**src/design/adc_ctrl_pkg.sv**
```systemverilog
// constants, field layout and state types shared by the converter control logic
`default_nettype none
package adc_ctrl_pkg;
   // ------------------------------------------------------------
   // data widths
   // ------------------------------------------------------------
   localparam int CTRL_W    = 8;   // control byte width
   localparam int RES_W     = 12;  // conversion result width
   localparam int RES_MSB   = 11;  // sign / most significant result bit
   localparam int BYTE_MSB  = 7;   // top bit of a bus byte
   localparam int NIB_MSB   = 3;   // top bit of the upper result nibble
   localparam int NIB_W     = 4;   // width of a nibble
   localparam int CH_N      = 8;   // analog input count
   localparam int FIFO_W    = 13;  // result plus its coding flag
   localparam int FIFO_D    = 16;  // stored results
   // ------------------------------------------------------------
   // control byte fields
   // ------------------------------------------------------------
   localparam int PM_HI_BIT  = 7;  // power_mode_hi
   localparam int PM_LO_BIT  = 6;  // power_mode_lo
   localparam int ACQ_BIT    = 5;  // acquire_external_sel
   localparam int SGL_BIT    = 4;  // single_ended_sel
   localparam int UNI_BIT    = 3;  // unipolar_sel
   localparam int ADDR_MSB   = 2;  // channel_addr_2
   localparam int ADDR_LSB   = 0;  // channel_addr_0
   localparam int PAIR_LSB   = 1;  // channel_addr_1, lowest pair bit
   // ------------------------------------------------------------
   // power mode codes and reset values
   // ------------------------------------------------------------
   localparam logic [1:0] PM_SHUTDOWN = 2'h0;  // full shutdown
   localparam logic [1:0] PM_STANDBY  = 2'h1;  // standby
   localparam logic [1:0] PM_INT_CLK  = 2'h2;  // normal, internal clock
   localparam logic [1:0] PM_EXT_CLK  = 2'h3;  // normal, external clock
   localparam logic [7:0] CTRL_RESET  = 8'hc0; // normal, external clock, ch0
   localparam logic [3:0] NIB_ZERO    = 4'h0;  // upper fill in unipolar
   typedef enum logic [1:0] {pwr_normal, pwr_standby, pwr_shutdown} power_state_type;
endpackage : adc_ctrl_pkg
`default_nettype wire

```
**src/design/adc_control.sv**
```systemverilog
// converter control byte decode, power modes, result fifo and byte readout
//
// Contract
// - control byte: power, acquire, single, unipolar, address
// - single-ended: addressed input positive, shared negative
// - differential: pair by upper bits, bit0 picks polarity
// - power-up: external clock, done output high
// - upper-byte select chooses low byte or nibble
// - upper read: top nibble zero or sign
// - power codes; power-down keeps clock mode
// - host port works in standby and shutdown
// - write edge wakes from standby
// - shutdown only after running conversion completes
// - write edge leaves shutdown
// - unipolar result is straight binary
// - bipolar result is two's complement
`default_nettype none

// ------------------------------------------------------------
// result fifo
// ------------------------------------------------------------
module result_fifo #(
   parameter int WIDTH = 13,
   parameter int DEPTH = 16
) (
   // clock and reset
   input  wire  logic             sys_clk,
   input  wire  logic             nrst,
   // filling side
   input  wire  logic             in_valid,
   output logic                   in_ready,
   input  wire  logic [WIDTH-1:0] in_data,
   // draining side
   output logic                   out_valid,
   input  wire  logic             out_ready,
   output logic [WIDTH-1:0]       out_data
);
   localparam int AW = $clog2(DEPTH);
   localparam logic [AW:0] FULL_CNT = (AW+1)'(DEPTH);

   logic [WIDTH-1:0] mem_q [DEPTH];   // storage, flip-flops
   logic [WIDTH-1:0] mem_d [DEPTH];
   logic [AW-1:0]    wr_ptr_q, wr_ptr_d; // next free slot
   logic [AW-1:0]    rd_ptr_q, rd_ptr_d; // oldest entry
   logic [AW:0]      cnt_q, cnt_d;       // occupancy
   logic             rdy_q, rdy_d;       // registered not-full
   logic             val_q, val_d;       // registered not-empty
   logic             push, pop;

   assign in_ready  = rdy_q;
   assign out_valid = val_q;
   assign out_data  = mem_q[rd_ptr_q];

   // next pointers and flags; flags registered so in_ready and out_valid come from flops
   always_comb begin
      push     = in_valid && rdy_q;
      pop      = out_ready && val_q;
      mem_d    = mem_q;
      wr_ptr_d = wr_ptr_q;
      rd_ptr_d = rd_ptr_q;
      cnt_d    = cnt_q;
      if (push) begin
         mem_d[wr_ptr_q] = in_data;
         wr_ptr_d        = (wr_ptr_q == AW'(DEPTH-1)) ? '0 : wr_ptr_q + 1'b1;
      end
      if (pop) begin
         rd_ptr_d = (rd_ptr_q == AW'(DEPTH-1)) ? '0 : rd_ptr_q + 1'b1;
      end
      if (push && !pop) begin
         cnt_d = cnt_q + 1'b1;
      end else if (pop && !push) begin
         cnt_d = cnt_q - 1'b1;
      end
      rdy_d = (cnt_d != FULL_CNT);
      val_d = (cnt_d != '0);
   end

   // register only
   always_ff @(posedge sys_clk) begin
      if (!nrst) begin
         wr_ptr_q <= '0;
         rd_ptr_q <= '0;
         cnt_q    <= '0;
         rdy_q    <= 1'b1;
         val_q    <= 1'b0;
      end else begin
         wr_ptr_q <= wr_ptr_d;
         rd_ptr_q <= rd_ptr_d;
         cnt_q    <= cnt_d;
         rdy_q    <= rdy_d;
         val_q    <= val_d;
      end
      mem_q <= mem_d;  // data needs no reset, guarded by val_q
   end
endmodule : result_fifo

// ------------------------------------------------------------
// converter control top
// ------------------------------------------------------------
module adc_control
   import adc_ctrl_pkg::*;
(
   // clock and reset
   input  wire  logic              sys_clk,
   input  wire  logic              nrst,
   // host parallel port
   input  wire  logic              cs_n,
   input  wire  logic              wr_n,
   input  wire  logic              rd_n,
   input  wire  logic              upper_byte_sel,
   input  wire  logic [CTRL_W-1:0] data_in,
   output logic [CTRL_W-1:0]       data_out,
   output logic                    data_oe_n,
   output logic                    conv_done_n,
   // successive-approximation core
   output logic                    conv_start,
   input  wire  logic              sar_valid,
   output logic                    sar_ready,
   input  wire  logic [RES_W-1:0]  sar_result,
   // analog control
   output logic [CH_N-1:0]         pos_sel,
   output logic [CH_N-1:0]         neg_sel,
   output logic                    shared_negative_input,
   output logic                    acquire_external_sel,
   output logic                    unipolar_sel,
   output logic                    clock_internal,
   output logic                    core_powered,
   output logic                    quiescent_on
);
   // ------------------------------------------------------------
   // helpers
   // ------------------------------------------------------------
   // one-hot input select from a 3-bit index
   function automatic logic [CH_N-1:0] onehot(input logic [ADDR_MSB:0] idx);
      onehot = CH_N'(1) << idx;
   endfunction : onehot

   // core gives offset binary; bipolar flips the sign bit to two's complement
   function automatic logic [RES_W-1:0] code(input logic [RES_W-1:0] raw,
                                             input logic uni);
      code = uni ? raw : {~raw[RES_MSB], raw[RES_MSB-1:0]};
   endfunction : code

   // ------------------------------------------------------------
   // state
   // ------------------------------------------------------------
   logic [CTRL_W-1:0] ctrl_q, ctrl_d;       // last control byte
   logic              wr_n_q, rd_n_q;        // previous strobe levels
   logic              clk_int_q, clk_int_d;  // clock mode, kept over power-down
   logic              busy_q, busy_d;        // conversion in flight
   logic              start_q, start_d;      // start pulse to core
   power_state_type   pwr_q, pwr_d;          // power state
   logic [CH_N-1:0]   pos_q, pos_d;          // positive input select
   logic [CH_N-1:0]   neg_q, neg_d;          // negative input select
   logic              com_q, com_d;          // shared negative selected
   logic [CTRL_W-1:0] dout_q, dout_d;        // bus byte
   logic              oe_n_q, oe_n_d;        // bus drive, low = driving
   logic              done_n_q, done_n_d;    // result waiting, active low
   logic              awake_q, awake_d;      // core powered, kept as a flop
   logic              bias_on_q, bias_on_d;  // quiescent functions on
   logic              wr_rise, rd_rise, rd_act, pop, conv_end;
   logic [1:0]        pm;
   logic [FIFO_W-1:0] head;
   logic              head_valid;
   logic [RES_W-1:0]  hres;

   // ------------------------------------------------------------
   // result buffer; full fifo stalls the core via sar_ready
   // ------------------------------------------------------------
   result_fifo #(
      .WIDTH (FIFO_W),
      .DEPTH (FIFO_D)
   ) result_fifo_i (
      .sys_clk   (sys_clk),
      .nrst      (nrst),
      .in_valid  (sar_valid && busy_q),
      .in_ready  (sar_ready),
      .in_data   ({ctrl_q[UNI_BIT], code(sar_result, ctrl_q[UNI_BIT])}),
      .out_valid (head_valid),
      .out_ready (pop),
      .out_data  (head)
   );

   assign hres = head[RES_W-1:0];

   // ------------------------------------------------------------
   // outputs straight from flops
   // ------------------------------------------------------------
   assign data_out              = dout_q;
   assign data_oe_n             = oe_n_q;
   assign conv_done_n           = done_n_q;
   assign conv_start            = start_q;
   assign pos_sel               = pos_q;
   assign neg_sel               = neg_q;
   assign shared_negative_input = com_q;
   assign acquire_external_sel  = ctrl_q[ACQ_BIT];
   assign unipolar_sel          = ctrl_q[UNI_BIT];
   assign clock_internal        = clk_int_q;
   assign core_powered          = awake_q;
   assign quiescent_on          = bias_on_q;

   // ------------------------------------------------------------
   // control, power and readout next state
   // ------------------------------------------------------------
   always_comb begin
      // strobe edges; port decoding ignores power state
      wr_rise  = !cs_n && !wr_n_q && wr_n;
      rd_rise  = !cs_n && !rd_n_q && rd_n;
      rd_act   = !cs_n && !rd_n;
      // upper byte read closes a result, so it retires the head
      pop      = rd_rise && upper_byte_sel && head_valid;
      conv_end = busy_q && sar_valid && sar_ready;
      ctrl_d    = ctrl_q;
      clk_int_d = clk_int_q;
      busy_d    = busy_q;
      start_d   = 1'b0;
      pwr_d     = pwr_q;
      pos_d     = pos_q;
      neg_d     = neg_q;
      com_d     = com_q;
      pm        = {ctrl_q[PM_HI_BIT], ctrl_q[PM_LO_BIT]};
      // finished conversion: now apply a pending power-down code
      if (conv_end) begin
         busy_d = 1'b0;
         unique case (pm)
            PM_SHUTDOWN: pwr_d = pwr_shutdown;
            PM_STANDBY:  pwr_d = pwr_standby;
            PM_INT_CLK,
            PM_EXT_CLK:  pwr_d = pwr_normal;
         endcase
      end
      // write edge: latch byte, wake, start a conversion
      if (wr_rise) begin
         ctrl_d = data_in;
         pm     = {data_in[PM_HI_BIT], data_in[PM_LO_BIT]};
         // power-down codes leave clock mode as it was
         if (pm == PM_INT_CLK) begin
            clk_int_d = 1'b1;
         end else if (pm == PM_EXT_CLK) begin
            clk_int_d = 1'b0;
         end
         pwr_d = pwr_normal;
         // a write during a conversion only reloads the fields
         if (!busy_d) begin
            busy_d  = 1'b1;
            start_d = 1'b1;
         end
         if (data_in[SGL_BIT]) begin
            // addressed input against the shared negative
            pos_d = onehot(data_in[ADDR_MSB:ADDR_LSB]);
            neg_d = '0;
            com_d = 1'b1;
         end else begin
            // pair from upper bits, bit 0 swaps polarity
            pos_d = onehot({data_in[ADDR_MSB:PAIR_LSB], data_in[ADDR_LSB]});
            neg_d = onehot({data_in[ADDR_MSB:PAIR_LSB], ~data_in[ADDR_LSB]});
            com_d = 1'b0;
         end
      end
      // bus byte: low byte, or nibble with zero or sign fill
      dout_d = dout_q;
      if (rd_act) begin
         if (!upper_byte_sel) begin
            dout_d = hres[BYTE_MSB:0];
         end else if (head[RES_W]) begin
            dout_d = {NIB_ZERO, hres[RES_MSB:RES_MSB-NIB_MSB]};
         end else begin
            dout_d = {{NIB_W{hres[RES_MSB]}}, hres[RES_MSB:RES_MSB-NIB_MSB]};
         end
      end
      oe_n_d   = !rd_act;
      // done flag low while a result waits; each pop lifts it for one cycle, the pop of the last one releases it
      done_n_d = !(head_valid && !pop);
      // power flags follow the next power state so the pins leave a flop
      awake_d   = (pwr_d == pwr_normal);
      bias_on_d = (pwr_d != pwr_shutdown);
   end

   // ------------------------------------------------------------
   // register only; reset brings external clock and done high
   // ------------------------------------------------------------
   always_ff @(posedge sys_clk) begin
      if (!nrst) begin
         ctrl_q    <= CTRL_RESET;
         wr_n_q    <= 1'b1;
         rd_n_q    <= 1'b1;
         clk_int_q <= 1'b0;
         busy_q    <= 1'b0;
         start_q   <= 1'b0;
         pwr_q     <= pwr_normal;
         pos_q     <= onehot(CTRL_RESET[ADDR_MSB:ADDR_LSB]);
         neg_q     <= onehot(CTRL_RESET[ADDR_MSB:ADDR_LSB] | 3'h1);
         com_q     <= 1'b0;
         dout_q    <= '0;
         oe_n_q    <= 1'b1;
         done_n_q  <= 1'b1;
         awake_q   <= 1'b1;
         bias_on_q <= 1'b1;
      end else begin
         ctrl_q    <= ctrl_d;
         wr_n_q    <= wr_n;
         rd_n_q    <= rd_n;
         clk_int_q <= clk_int_d;
         busy_q    <= busy_d;
         start_q   <= start_d;
         pwr_q     <= pwr_d;
         pos_q     <= pos_d;
         neg_q     <= neg_d;
         com_q     <= com_d;
         dout_q    <= dout_d;
         oe_n_q    <= oe_n_d;
         done_n_q  <= done_n_d;
         awake_q   <= awake_d;
         bias_on_q <= bias_on_d;
      end
   end
endmodule : adc_control
`default_nettype wire

```
**config.mk**
```make
export PLATFORM = sky130hd
export DESIGN_NAME = adc_control
export DESIGN_NICKNAME = d
export VERILOG_FILES = /design/src/design/adc_ctrl_pkg.sv /design/src/design/adc_control.sv
export SDC_FILE = /design/constraint.sdc
export NUM_CORES = 1
export LEC_CHECK = 0
export ABC_AREA = 1
export BUFFER_PORTS_ARGS = -buffer_cell sky130_fd_sc_hd__clkbuf_2
export CORE_UTILIZATION = 60
export DETAILED_ROUTE_END_ITERATION = 7
export GPL_ROUTABILITY_DRIVEN = 0
export MAX_ROUTING_LAYER = met4
export PLACE_DENSITY = 0.79
export SLEW_MARGIN = 30
export SYNTH_ARGS = -nofsm -noshare
export SYNTH_HDL_FRONTEND = slang
export SYNTH_SLANG_ARGS = --single-unit
```
**constraint.sdc**
```tcl
create_clock -name sys_clk -period 4.7 [get_ports sys_clk]
set_clock_uncertainty 0.1 [all_clocks]
set_input_delay 0.47 -clock sys_clk [delete_from_list [all_inputs] [get_ports sys_clk]]
set_output_delay 0.47 -clock sys_clk [all_outputs]
set_load 0.02 [all_outputs]
```
==> reports/results.txt, run 1 <==
Status: complete, no violations
Antenna diodes: 0
Post-CTS Setup Inserts: 0
Commonest non-fill, non-tap cell in the layout: nand2_1
Fraction of synthesized area in multiplexers: 0
Number of global-route vias before repair: 7,125
Post-route cell area: 0.01234 mm2
Worst Setup SP: result_fifo_i.rd_ptr_q[0]$_SDFFE_PN0P_
Fin crit share: 0.6446
Hold WC Path Type: in2reg
H-tree depth: 1
Final HPWL DP: 14,930 um
Post-Synth Adder-Cell Area: 0.007972
Clk buf depth: 3
Crit. End Element: flip-flop
Routed wire length per instance: 17.57 um
DIE AREA: 0.01886 mm2
Cells after DPL: 1,372
Drt initial violations: 781
Leak: 5.151 nW
Simple-Gate Fraction of Synth Area: 0.2166
Net Count, Synth: 1,143
Setup tns final: 0 ns
First-pass GRT wire length: 38,130 um
Yosys warns: 0
Initial antenna violation count: 0
Count of nets after finishing: 1,205
Seq/Total Area, Yosys: 0.6687
CTS Buf Count: 26
Cell Area, Synth: 0.01099 mm2
Largest net degree at the start of global routing: 71
Congestion Overflow GR: 0
Fraction of layout cells with a size suffix above 1: 0.1100
Fin. Hold Viols: 0
Fmax: 330.0 MHz
Port-buffer cells: 60
R2R Path Start: result_fifo_i.rd_ptr_q[0]$_SDFFE_PN0P_
Post-DP Area: 0.01151 mm2
Worst Tran Pin Value: 0.8998 ns
Die H: 137.3 um
Rows: 49
# DRC: 0
Crit path arrival time: 3.30 ns
CTS tree: done
Root Buffer: clkbuf_16
Routed Antenna Nets: 0
Post-Synthesis Cells: 1,109
Post-synthesis compound-gate area fraction: 0.03633
Via density: 5.458
Post-synth cell types: 33
Hold_sp: data_in[3]
Final Max Tran Viols: 0
Fillers: 1,283
Area delta synth->final: 12.36%
Design Power: 4.704 mW
Commonest cells after routing, fill and taps aside: nand2_1 (321), edfxtp_1 (208), inv_1 (129)
CTS hold repair buffers: 0
Chip width: 137.3 um
Count of TritonRoute iterations in the first routing pass: 7
Power per cell area: 381.0 mW/mm2
Max transition margin: 0.3995
Worst-Skew Late Latency: 0.53 ns
Clock Sink Count: 263
Final wirelength: 24,950 um
Post-layout min period: 3.030 ns
Max-Cap Viols: 0
Worst-path maximum fanout: 56
RSZ-0062 raised after global routing: false
Clk slew on worst S/H paths: 0.06 ns
Initial Util: 0.6116
Number of synthesized register bits: 263
Post_cts resized: 0
Final setup vio count: 0
Gr usage total: 0.2807
Post-synthesis area per instance: 9.907 um2
Finished Layout Cells: 1,420
CP Launch Type: flip-flop
Worst path required time: 4.97 ns
Largest family of logic cells by synthesized area: simple AND/OR/NAND/NOR gates
Final hold slack: 0.05664 ns
Via Count: 7,751
Num ports: 61
Setup CP Type: reg2reg
Max VDD drop: 0.0002917 V
Core Area: 0.01796 mm2
Xor and xnor area share after synthesis: 0.003189
## worst paths after layout
check                             endpoint  slack, ns  cells after the start
setup / recovery  data_out[1]$_SDFFE_PN0P_       1.67                     10
hold / removal      ctrl_q[3]$_SDFFE_PN0P_       0.06                      2
setup reg to reg  data_out[1]$_SDFFE_PN0P_       1.67                     10
hold reg to reg     conv_done_n$_SDFF_PN1_       0.34                      1
## power by group
group	switching (mW)	internal, mW
Sequential	0.0134	2.52
Clock	0.828	1.17
Combinational	0.116	0.0484
Total	0.957	3.75
## state kept, by name, summed over array words and instances, names as in the netlist
| register | flops |
|---|---|
| result_fifo_i.mem_q | 208 |
| data_out | 8 |
| neg_sel | 8 |
| pos_sel | 8 |
| ctrl_q | 5 |
| result_fifo_i.cnt_q | 5 |
| result_fifo_i.rd_ptr_q | 4 |
| result_fifo_i.wr_ptr_q | 4 |
| pwr_q | 2 |
| busy_q | 1 |
| clock_internal | 1 |
| conv_done_n | 1 |
| conv_start | 1 |
| core_powered | 1 |
| data_oe_n | 1 |
| quiescent_on | 1 |
| rd_n_q | 1 |
| result_fifo_i.in_ready | 1 |
| result_fifo_i.out_valid | 1 |
| wr_n_q | 1 |
## cells in the mapped netlist
| cell type | number | area share |
|---|---|---|
| a22o_1 | 3 | 0.0024 |
| edfxtp_1 | 208 | 0.57 |
| xor2_1 | 3 | 0.0024 |
| nor4_1 | 2 | 0.0011 |
| o31ai_1 | 1 | 0.00068 |
| nor3_1 | 3 | 0.0014 |
| xnor2_1 | 1 | 0.00080 |
| inv_2 | 1 | 0.00034 |
| buf_2 | 23 | 0.010 |
| nand2_2 | 1 | 0.00057 |
| nor2_2 | 2 | 0.0011 |
| clkinv_1 | 5 | 0.0017 |
| nand3b_1 | 1 | 0.00068 |
| nand3_2 | 1 | 0.00091 |
| nand2_1 | 321 | 0.11 |
| ha_1 | 7 | 0.0080 |
| or2_2 | 1 | 0.00057 |
| o211ai_1 | 2 | 0.0014 |
| o21ai_1 | 19 | 0.0087 |
| dfxtp_1 | 55 | 0.10 |
| inv_1 | 129 | 0.044 |
| clkbuf_1 | 14 | 0.0048 |
| o21ai_0 | 27 | 0.012 |
| nand3_1 | 117 | 0.053 |
| a211oi_1 | 1 | 0.00068 |
| and3_1 | 3 | 0.0017 |
| a21oi_1 | 21 | 0.0096 |
| buf_1 | 3 | 0.0010 |
| nor2_1 | 119 | 0.041 |
| a22oi_1 | 1 | 0.00068 |
| buf_4 | 7 | 0.0048 |
| nand4_1 | 6 | 0.0034 |
| nor3_4 | 1 | 0.0015 |
## cell families (layout without fill, tap and decap cells)
group           count (synthesis)  in the layout
simple gates                  578            578
buf+inv                       182            264
xor+xnor                        4              4
compound gates                 75             75
flops                         263            263
fa+ha+maj                       7              7
## worst max-delay path, cell delays in order (launching register included)
cell and delay [ns]:
dfxtp_4 0.66, clkinv_2 0.80, buf_4 0.54, nand2_1 0.11, nand3_1 0.10, nand3_1 0.12, nand2_1 0.07, nor2_1 0.11
nand2_1 0.06, nand3_1 0.09, a21oi_1 0.06
## metrics by stage
| stage | utilization | worst slack (ns) |
|---|---|---|
| 6_report | 0.6872 | 1.670 |
| 4_1_cts | 0.6871 | 1.928 |
| 5_1_grt | 0.6872 | 1.404 |
| 3_5_place_dp | 0.6410 | 1.978 |
| 3_3_place_gp | 0.6405 | 1.818 |
| 2_1_floorplan | - | 2.716 |
## final cells by class
| cell class | instances | area (um2) | area share |
|---|---|---|---|
| repair buffers | 81 | 457.9 | 0.03710 |
| inverters | 135 | 508.0 | 0.04115 |
| flip-flops and latches | 263 | 7352 | 0.5956 |
| multi-input cells | 664 | 2912 | 0.2359 |
| clock buffers | 35 | 715.7 | 0.05798 |
| clock inverters | 13 | 112.6 | 0.009122 |
| well taps | 229 | 286.5 | 0.02321 |
## metal layers
| layer | GRT usage | part of all wire |
|---|---|---|
| met1 | 0.3691 | 0.41 |
| met2 | 0.4346 | 0.47 |
| met3 | 0.05077 | 0.087 |
| met4 | 0.1136 | 0.038 |
| met5 | - | 0 |
No activity file was read; power rests on OpenSTA's default activity.
==> run 2: changes to the inputs <==
==> constraint.sdc (replaced) <==
create_clock -name sys_clk -period 2.9 [get_ports sys_clk]
set_clock_uncertainty 0.1 [all_clocks]
set_input_delay 0.29 -clock sys_clk [delete_from_list [all_inputs] [get_ports sys_clk]]
set_output_delay 0.29 -clock sys_clk [all_outputs]
set_load 0.02 [all_outputs]
==> reports/results.txt, run 2 (same netlist as run 1, synthesis figures left out) <==
Max-Cap Viols: 0 (unchanged)
Drt initial violations: 952 (+22%)
DIE AREA: 0.01886 mm2 (unchanged)
Hold Crit Depth: 3 (+1)
Cells after DPL: 1,379 (+0.51%)
CTS Buf Count: 27 (+3.8%)
Clk buf depth: 3 (unchanged)
Gr usage total: 0.2850 (+0.004268)
Setup CP Type: in2reg
Commonest cells after routing, fill and taps aside: nand2_1 (321), edfxtp_1 (208), inv_1 (129)
CTS tree: done
Reg-to-Reg End: result_fifo_i.mem_q[30]$_DFFE_PP_
Routed wl met2: 12,320 um (+5.1%)
Fin crit share: 0.7242
Clock network power share: 0.439 (+0.013)
Seq pwr share: 0.524 (-0.015)
Register-to-Register Path Depth: 5 (-5)
Final Max Tran Viols: 0 (unchanged)
Crit. End Element: flip-flop
Clock Sink Count: 263 (unchanged)
Hold WC Path Type: in2reg
Count of TritonRoute iterations in the first routing pass: 5 (-2)
Worst path required time: 3.26 ns (-1.71 ns)
Num ports: 61 (unchanged)
P_int: 6.256 mW (+67%)
Post-route cell area: 0.01262 mm2 (+2.3%)
# DRC: 0 (unchanged)
Max transition margin: 0.3737 (-0.02581)
Congestion Overflow GR: 0 (unchanged)
Max reg flops: 208 (unchanged)
Chip width: 137.3 um (unchanged)
Combinational share of power: 0.037 (+0.002)
Final HPWL DP: 15,590 um (+4.4%)
Routed Antenna Nets: 0 (unchanged)
Metal-1 WL: 10,260 um (+1.4%)
Largest register by flop count: result_fifo_i.mem_q
Leak: 5.289 nW (+2.7%)
Hold Path End: pos_sel[5]$_SDFFE_PN0P_
Rows: 49 (unchanged)
Root Buffer: clkbuf_16
Commonest non-fill, non-tap cell in the layout: nand2_1
Clk slew on worst S/H paths: 0.06 ns (about the same)
Setup tns final: 0 ns (unchanged)
Top sig layer: met4
Via density: 5.498 (+0.73%)
Via Count: 7,912 (+2.1%)
Port-buffer cells: 60 (unchanged)
Final setup vio count: 0 (unchanged)
Finished Layout Cells: 1,439 (+1.3%)
Metal3 WL: 2277 um (+5.4%)
H-tree depth: 1 (unchanged)
Switch Pwr: 1.594 mW (+67%)
Design Power: 7.850 mW (+67%)
Initial Util: 0.6116 (unchanged)
Crit path arrival time: 2.46 ns (-0.84 ns)
First-pass GRT wire length: 39,030 um (+2.4%)
RSZ-0062 raised after global routing: false
Worst-path maximum fanout: 6 (-89%)
Worst setup slack after layout: 0.7998 ns (-0.8704 ns)
Max VDD drop: 0.0004876 V (+67%)
CP Launch Type: input port
Worst-Skew Late Latency: 0.52 ns (about the same)
Pre-CTS WS: 0.8657 ns (-1.113 ns)
Antenna diodes: 0 (unchanged)
R2R Path Start: busy_q$_SDFF_PN0_
Routed wire length per instance: 17.70 um (+0.78%)
Post-DP Area: 0.01163 mm2 (+0.98%)
Flop-to-flop setup slack: 0.83 ns (-0.84 ns)
Status: complete, no violations
Switching Share: 0.2030 (-0.0004338)
Hold_sp: data_in[0]
Die H: 137.3 um (unchanged)
Final wirelength: 25,480 um (+2.1%)
Fin. Hold Viols: 0 (unchanged)
Fraction of layout cells with a size suffix above 1: 0.1116 (+0.001579)
Number of global-route vias before repair: 7,361 (+3.3%)
Count of nets after finishing: 1,224 (+1.6%)
Fmax: 476.1 MHz
Power per cell area: 621.9 mW/mm2 (+63%)
Core Area: 0.01796 mm2 (unchanged)
Area delta synth->final: 14.90%
Post-layout min period: 2.100 ns
Post_cts resized: 0 (unchanged)
Initial antenna violation count: 0 (unchanged)
Largest net degree at the start of global routing: 77 (+8.5%)
Worst Tran Pin Value: 0.9349 ns (+0.03508 ns)
run 2: cell types whose count changed in the layout (fill, tap and decap cells not counted), sizes merged:
cell,previous run,this run
clkinv,16,19
bufinv,2,4
clkinvlp,1,0
dlygate4sd3,0,11
clkbuf,95,90
buf,21,28
inv,129,131
run 2: repair_timing:
item | CTS | global route
endpoints found under the hold margin | 20 | 0
hold buffers | 11 | 0
buffers inserted | 0 | 0
run 2: layout make-up:
type | count | area, um2
Timing Repair Buffer | 99 | 683.2
Inverter | 135 | 506.7
Clock inverter | 19 | 188.9
Multi-Input combinational cell | 664 | 2909
Clock buffer | 30 | 696.9
Tap cell | 229 | 286.5
Sequential cell | 263 | 7352
Fill cell | 1257 | 5340
run 2: routing by layer:
metal | vias up | GRT usage
met2 | 401 | 0.4652
met3 | 46 | 0.03458
met5 | - | -
met4 | 0 | 0.08974
met1 | 3684 | 0.3751
li1 | 3781 | -
run 2: worst max-delay path by stage:
stage | from | to | slack, ns | cells after the start
2_1_floorplan | result_fifo_i.in_ready$_SDFF_PN1_ | result_fifo_i.mem_q[156]$_DFFE_PP_ | 0.93 | 5
3_3_place_gp | sar_valid | result_fifo_i.mem_q[38]$_DFFE_PP_ | 0.95 | 6
3_5_place_dp | sar_valid | result_fifo_i.mem_q[32]$_DFFE_PP_ | 0.87 | 6
4_1_cts | ctrl_q[3]$_SDFFE_PN0P_ | unipolar_sel | 0.81 | 1
5_1_grt | wr_n | pos_sel[7]$_SDFFE_PN0P_ | 0.67 | 9
6_report | wr_n | pos_sel[7]$_SDFFE_PN0P_ | 0.80 | 9
run 2: critical path, stage by stage:
cell and delay [ns]:
dlygate4sd3_1 0.54, clkbuf_2 0.12, inv_1 0.06, nor3_4 0.22, inv_1 0.18, nor2_1 0.23, nand4_1 0.15, dlygate4sd3_1 0.60
nand2_1 0.06
run 2: metrics by stage:
step	util	hold WS, ns
4_1_cts	0.7027	0.001494
3_3_place_gp	0.6473	0.3283
2_1_floorplan	-	0.2889
3_5_place_dp	0.6473	0.3275
6_report	0.7027	0.03858
5_1_grt	0.7027	0.07378
run 2: power groups by stage:
| stage | logic [mW] | clock network (mW) | registers [mW] |
|---|---|---|---|
| after floorplan | 0.137 | 0 | 4.20 |
| after global placement | 0.270 | 0 | 4.19 |
| after detailed placement | 0.278 | 0 | 4.19 |
| after CTS | 0.289 | 3.49 | 4.11 |
| after global routing | 0.322 | 3.64 | 4.11 |
| final | 0.293 | 3.45 | 4.11 |
==> run 3: changes to the inputs <==
--- a/config.mk
+++ b/config.mk
@@ -7,11 +7,11 @@
 export LEC_CHECK = 0
 export ABC_AREA = 1
 export BUFFER_PORTS_ARGS = -buffer_cell sky130_fd_sc_hd__clkbuf_2
-export CORE_UTILIZATION = 60
+export CORE_UTILIZATION = 55
 export DETAILED_ROUTE_END_ITERATION = 7
 export GPL_ROUTABILITY_DRIVEN = 0
 export MAX_ROUTING_LAYER = met4
-export PLACE_DENSITY = 0.79
+export PLACE_DENSITY = 0.76
 export SLEW_MARGIN = 30
 export SYNTH_ARGS = -nofsm -noshare
 export SYNTH_HDL_FRONTEND = slang
==> constraint.sdc (replaced) <==
create_clock -name sys_clk -period 1.8 [get_ports sys_clk]
set_clock_uncertainty 0.1 [all_clocks]
set_input_delay 0.18 -clock sys_clk [delete_from_list [all_inputs] [get_ports sys_clk]]
set_output_delay 0.18 -clock sys_clk [all_outputs]
set_load 0.02 [all_outputs]
==> reports/results.txt, run 3 (same netlist as run 1, synthesis figures left out) <==
Commonest cells after routing, fill and taps aside: nand2_1 (312), edfxtp_1 (208), inv_1 (125)
Routed Antenna Nets: 0 (unchanged)
WP buf/inv: 2 (-3)
Final HPWL DP: 16,480 um (+5.7%)
Worst-path cell chain: buf_4 -> buf_6 -> ha_1 -> nand3_1 -> o21ai_0 -> a21oi_1
CP peak stage delay: 0.46 ns (-0.14 ns)
Gr usage total: 0.2791 (-0.005837)
Root Buffer: clkbuf_16
Count of TritonRoute iterations in the first routing pass: 7 (+2)
Worst-Skew Late Latency: 0.52 ns (about the same)
Die H: 143.3 um (+4.4%)
Max transition margin: 0.6726 (+0.2989)
Max reg flops: 208 (unchanged)
CTS Buf Count: 27 (unchanged)
Final Max Tran Viols: 0 (unchanged)
Worst-path maximum fanout: 13 (+7)
Final wirelength: 28,590 um (+12%)
Routed wire length per instance: 18.68 um (+5.5%)
First-pass GRT wire length: 41,830 um (+7.2%)
Status: finished, violations left
R2R Path Start: result_fifo_i.rd_ptr_q[0]$_SDFFE_PN0P_
H-tree depth: 1 (unchanged)
Fraction of layout cells with a size suffix above 1: 0.1874 (+0.07578)
DIE AREA: 0.02054 mm2 (+9.0%)
Crit. End Element: flip-flop
Setup CP Type: reg2reg
CP Launch Type: flip-flop
Largest net degree at the start of global routing: 58 (-25%)
Post-layout min period: 1.884 ns
Rows: 51 (+4.1%)
Crit path arrival time: 2.17 ns (-0.29 ns)
Clk buf depth: 3 (unchanged)
Reg-to-Reg End: result_fifo_i.rd_ptr_q[0]$_SDFFE_PN0P_
Post-route cell area: 0.01354 mm2 (+7.3%)
CTS tree: done
Max VDD drop: 0.0008317 V (+71%)
CP top delay family: compound AO/OA/AOI/OAI gates
CP max stage cell: dfxtp_4
Worst Setup SP: result_fifo_i.rd_ptr_q[0]$_SDFFE_PN0P_
Congestion Overflow GR: 0 (unchanged)
Core Area: 0.01953 mm2 (+8.7%)
Antenna diodes: 0 (unchanged)
Area delta synth->final: 23.27%
Num ports: 61 (unchanged)
Port-buffer cells: 60 (unchanged)
Worst Tran Pin Value: 0.4860 ns (-0.4489 ns)
Fin. Hold Viols: 0 (unchanged)
Drt initial violations: 938 (-1.5%)
Via density: 5.495 (about the same)
Power per cell area: 968.2 mW/mm2 (+56%)
Initial Util: 0.5627 (-0.04895)
Setup tns final: -0.1470 ns (-0.1470 ns)
Max-Cap Viols: 0 (unchanged)
Worst setup slack after layout: -0.08371 ns (-0.8835 ns)
Via Count: 8,407 (+6.3%)
Fmax: 530.9 MHz
Critical path depth: 6 (-3)
Register-to-Register Path Depth: 6 (+1)
Critical Path Sink: result_fifo_i.rd_ptr_q[0]$_SDFFE_PN0P_
Final setup vio count: 2 (+2)
Hold WC Path Type: in2reg
Post-DP Area: 0.01205 mm2 (+3.6%)
Chip width: 143.3 um (+4.4%)
Commonest non-fill, non-tap cell in the layout: nand2_1
Leak: 5.674 nW (+7.3%)
Largest register by flop count: result_fifo_i.mem_q
RSZ-0062 raised after global routing: true
Worst path required time: 2.09 ns (-1.17 ns)
Number of global-route vias before repair: 7,922 (+7.6%)
Count of nets after finishing: 1,279 (+4.5%)
Flop-to-flop setup slack: -0.08 ns (-0.91 ns)
Fin crit share: 1.047
Clock Sink Count: 263 (unchanged)
# DRC: 0 (unchanged)
Failing checks: negative setup slack
Initial antenna violation count: 0 (unchanged)
Clk slew on worst S/H paths: 0.07 ns (about the same)
==> run 3: cell count changes in the layout (fill, tap and decap cells not counted), moves of 6 or more <==
cell	delta
buf_4	+31
clkinv_1	-7
dlygate4sd3_1	+7
inv_2	+6
nand2_1	-9
nand2_2	+8
nand3_1	-6
nand3_2	+6
nor2_1	-23
nor2_2	+19
==> run 3: stage by stage <==
step                  util  worst slack, ns  total power, mW  hold WS, ns  instances
detailed placement  0.6170          0.01253            7.212       0.3081       1450
finish              0.6936         -0.08371            13.11      0.02648       1530
floorplan                -          -0.1725            6.994       0.1789       1109
CTS                 0.6760          0.01517            13.09      0.01099       1517
global route        0.6936          -0.1396            13.43      0.02631       1530
global placement    0.6170          0.05319            7.201       0.2928       1450
==> run 3: worst reg2reg max path, cell delays in order (launching register included) <==
cell and delay, ns:
dfxtp_4 0.46, buf_4 0.17, buf_6 0.19, ha_1 0.21, nand3_1 0.11, o21ai_0 0.42, a21oi_1 0.09
==> run 3: routing by layer <==
metal  vias up  wire length (um)  GRT usage
met3        83              2228    0.03599
met1      3995             11330     0.3593
met2       425             14000     0.4662
met4         0              1026    0.08175
met5         -                 0          -
li1       3904                 -          -
==> run 3: power breakdown <==
part / internal, mW / total (mW) / switching, mW / leakage, nW
Sequential: 6.59 / 6.63 / 0.0411 / 2.33
Clock: 3.64 / 5.95 / 2.32 / 0.459
Combinational: 0.185 / 0.529 / 0.344 / 2.89
Total: 10.4 / 13.1 / 2.70 / 5.67
==> run 3: worst min-delay path by stage <==
stage,from,end,slack (ns),depth (start not counted)
floorplan,sar_result[0],result_fifo_i.mem_q[0]$_DFFE_PP_,0.18,0
global placement,data_in[5],ctrl_q[5]$_SDFFE_PN0P_,0.29,2
detailed placement,wr_n,wr_n_q$_SDFF_PN1_,0.31,3
CTS,sar_result[5],result_fifo_i.mem_q[161]$_DFFE_PP_,0.01,1
global route,sar_result[5],result_fifo_i.mem_q[187]$_DFFE_PP_,0.03,1
finish,sar_result[3],result_fifo_i.mem_q[185]$_DFFE_PP_,0.03,1
==> run 3: cell type report <==
class                      instances  area (um2)
sequential                       263        7353
multi-input combinational        664        3052
clock buffer                      29       693.2
clock inverter                    20       255.2
tap                              265       331.6
fill                            1425        5983
timing repair buffer             154        1344
inverter                         135       514.2
==> run 3: timing repair <==
action	CTS	global route
gates resized for setup	0	51
cloned	1	6
setup buffers	0	6
pin swaps	0	9
hold buffers	17	1
endpoints found under the setup margin	2	43
endpoints found under the hold margin	43	1
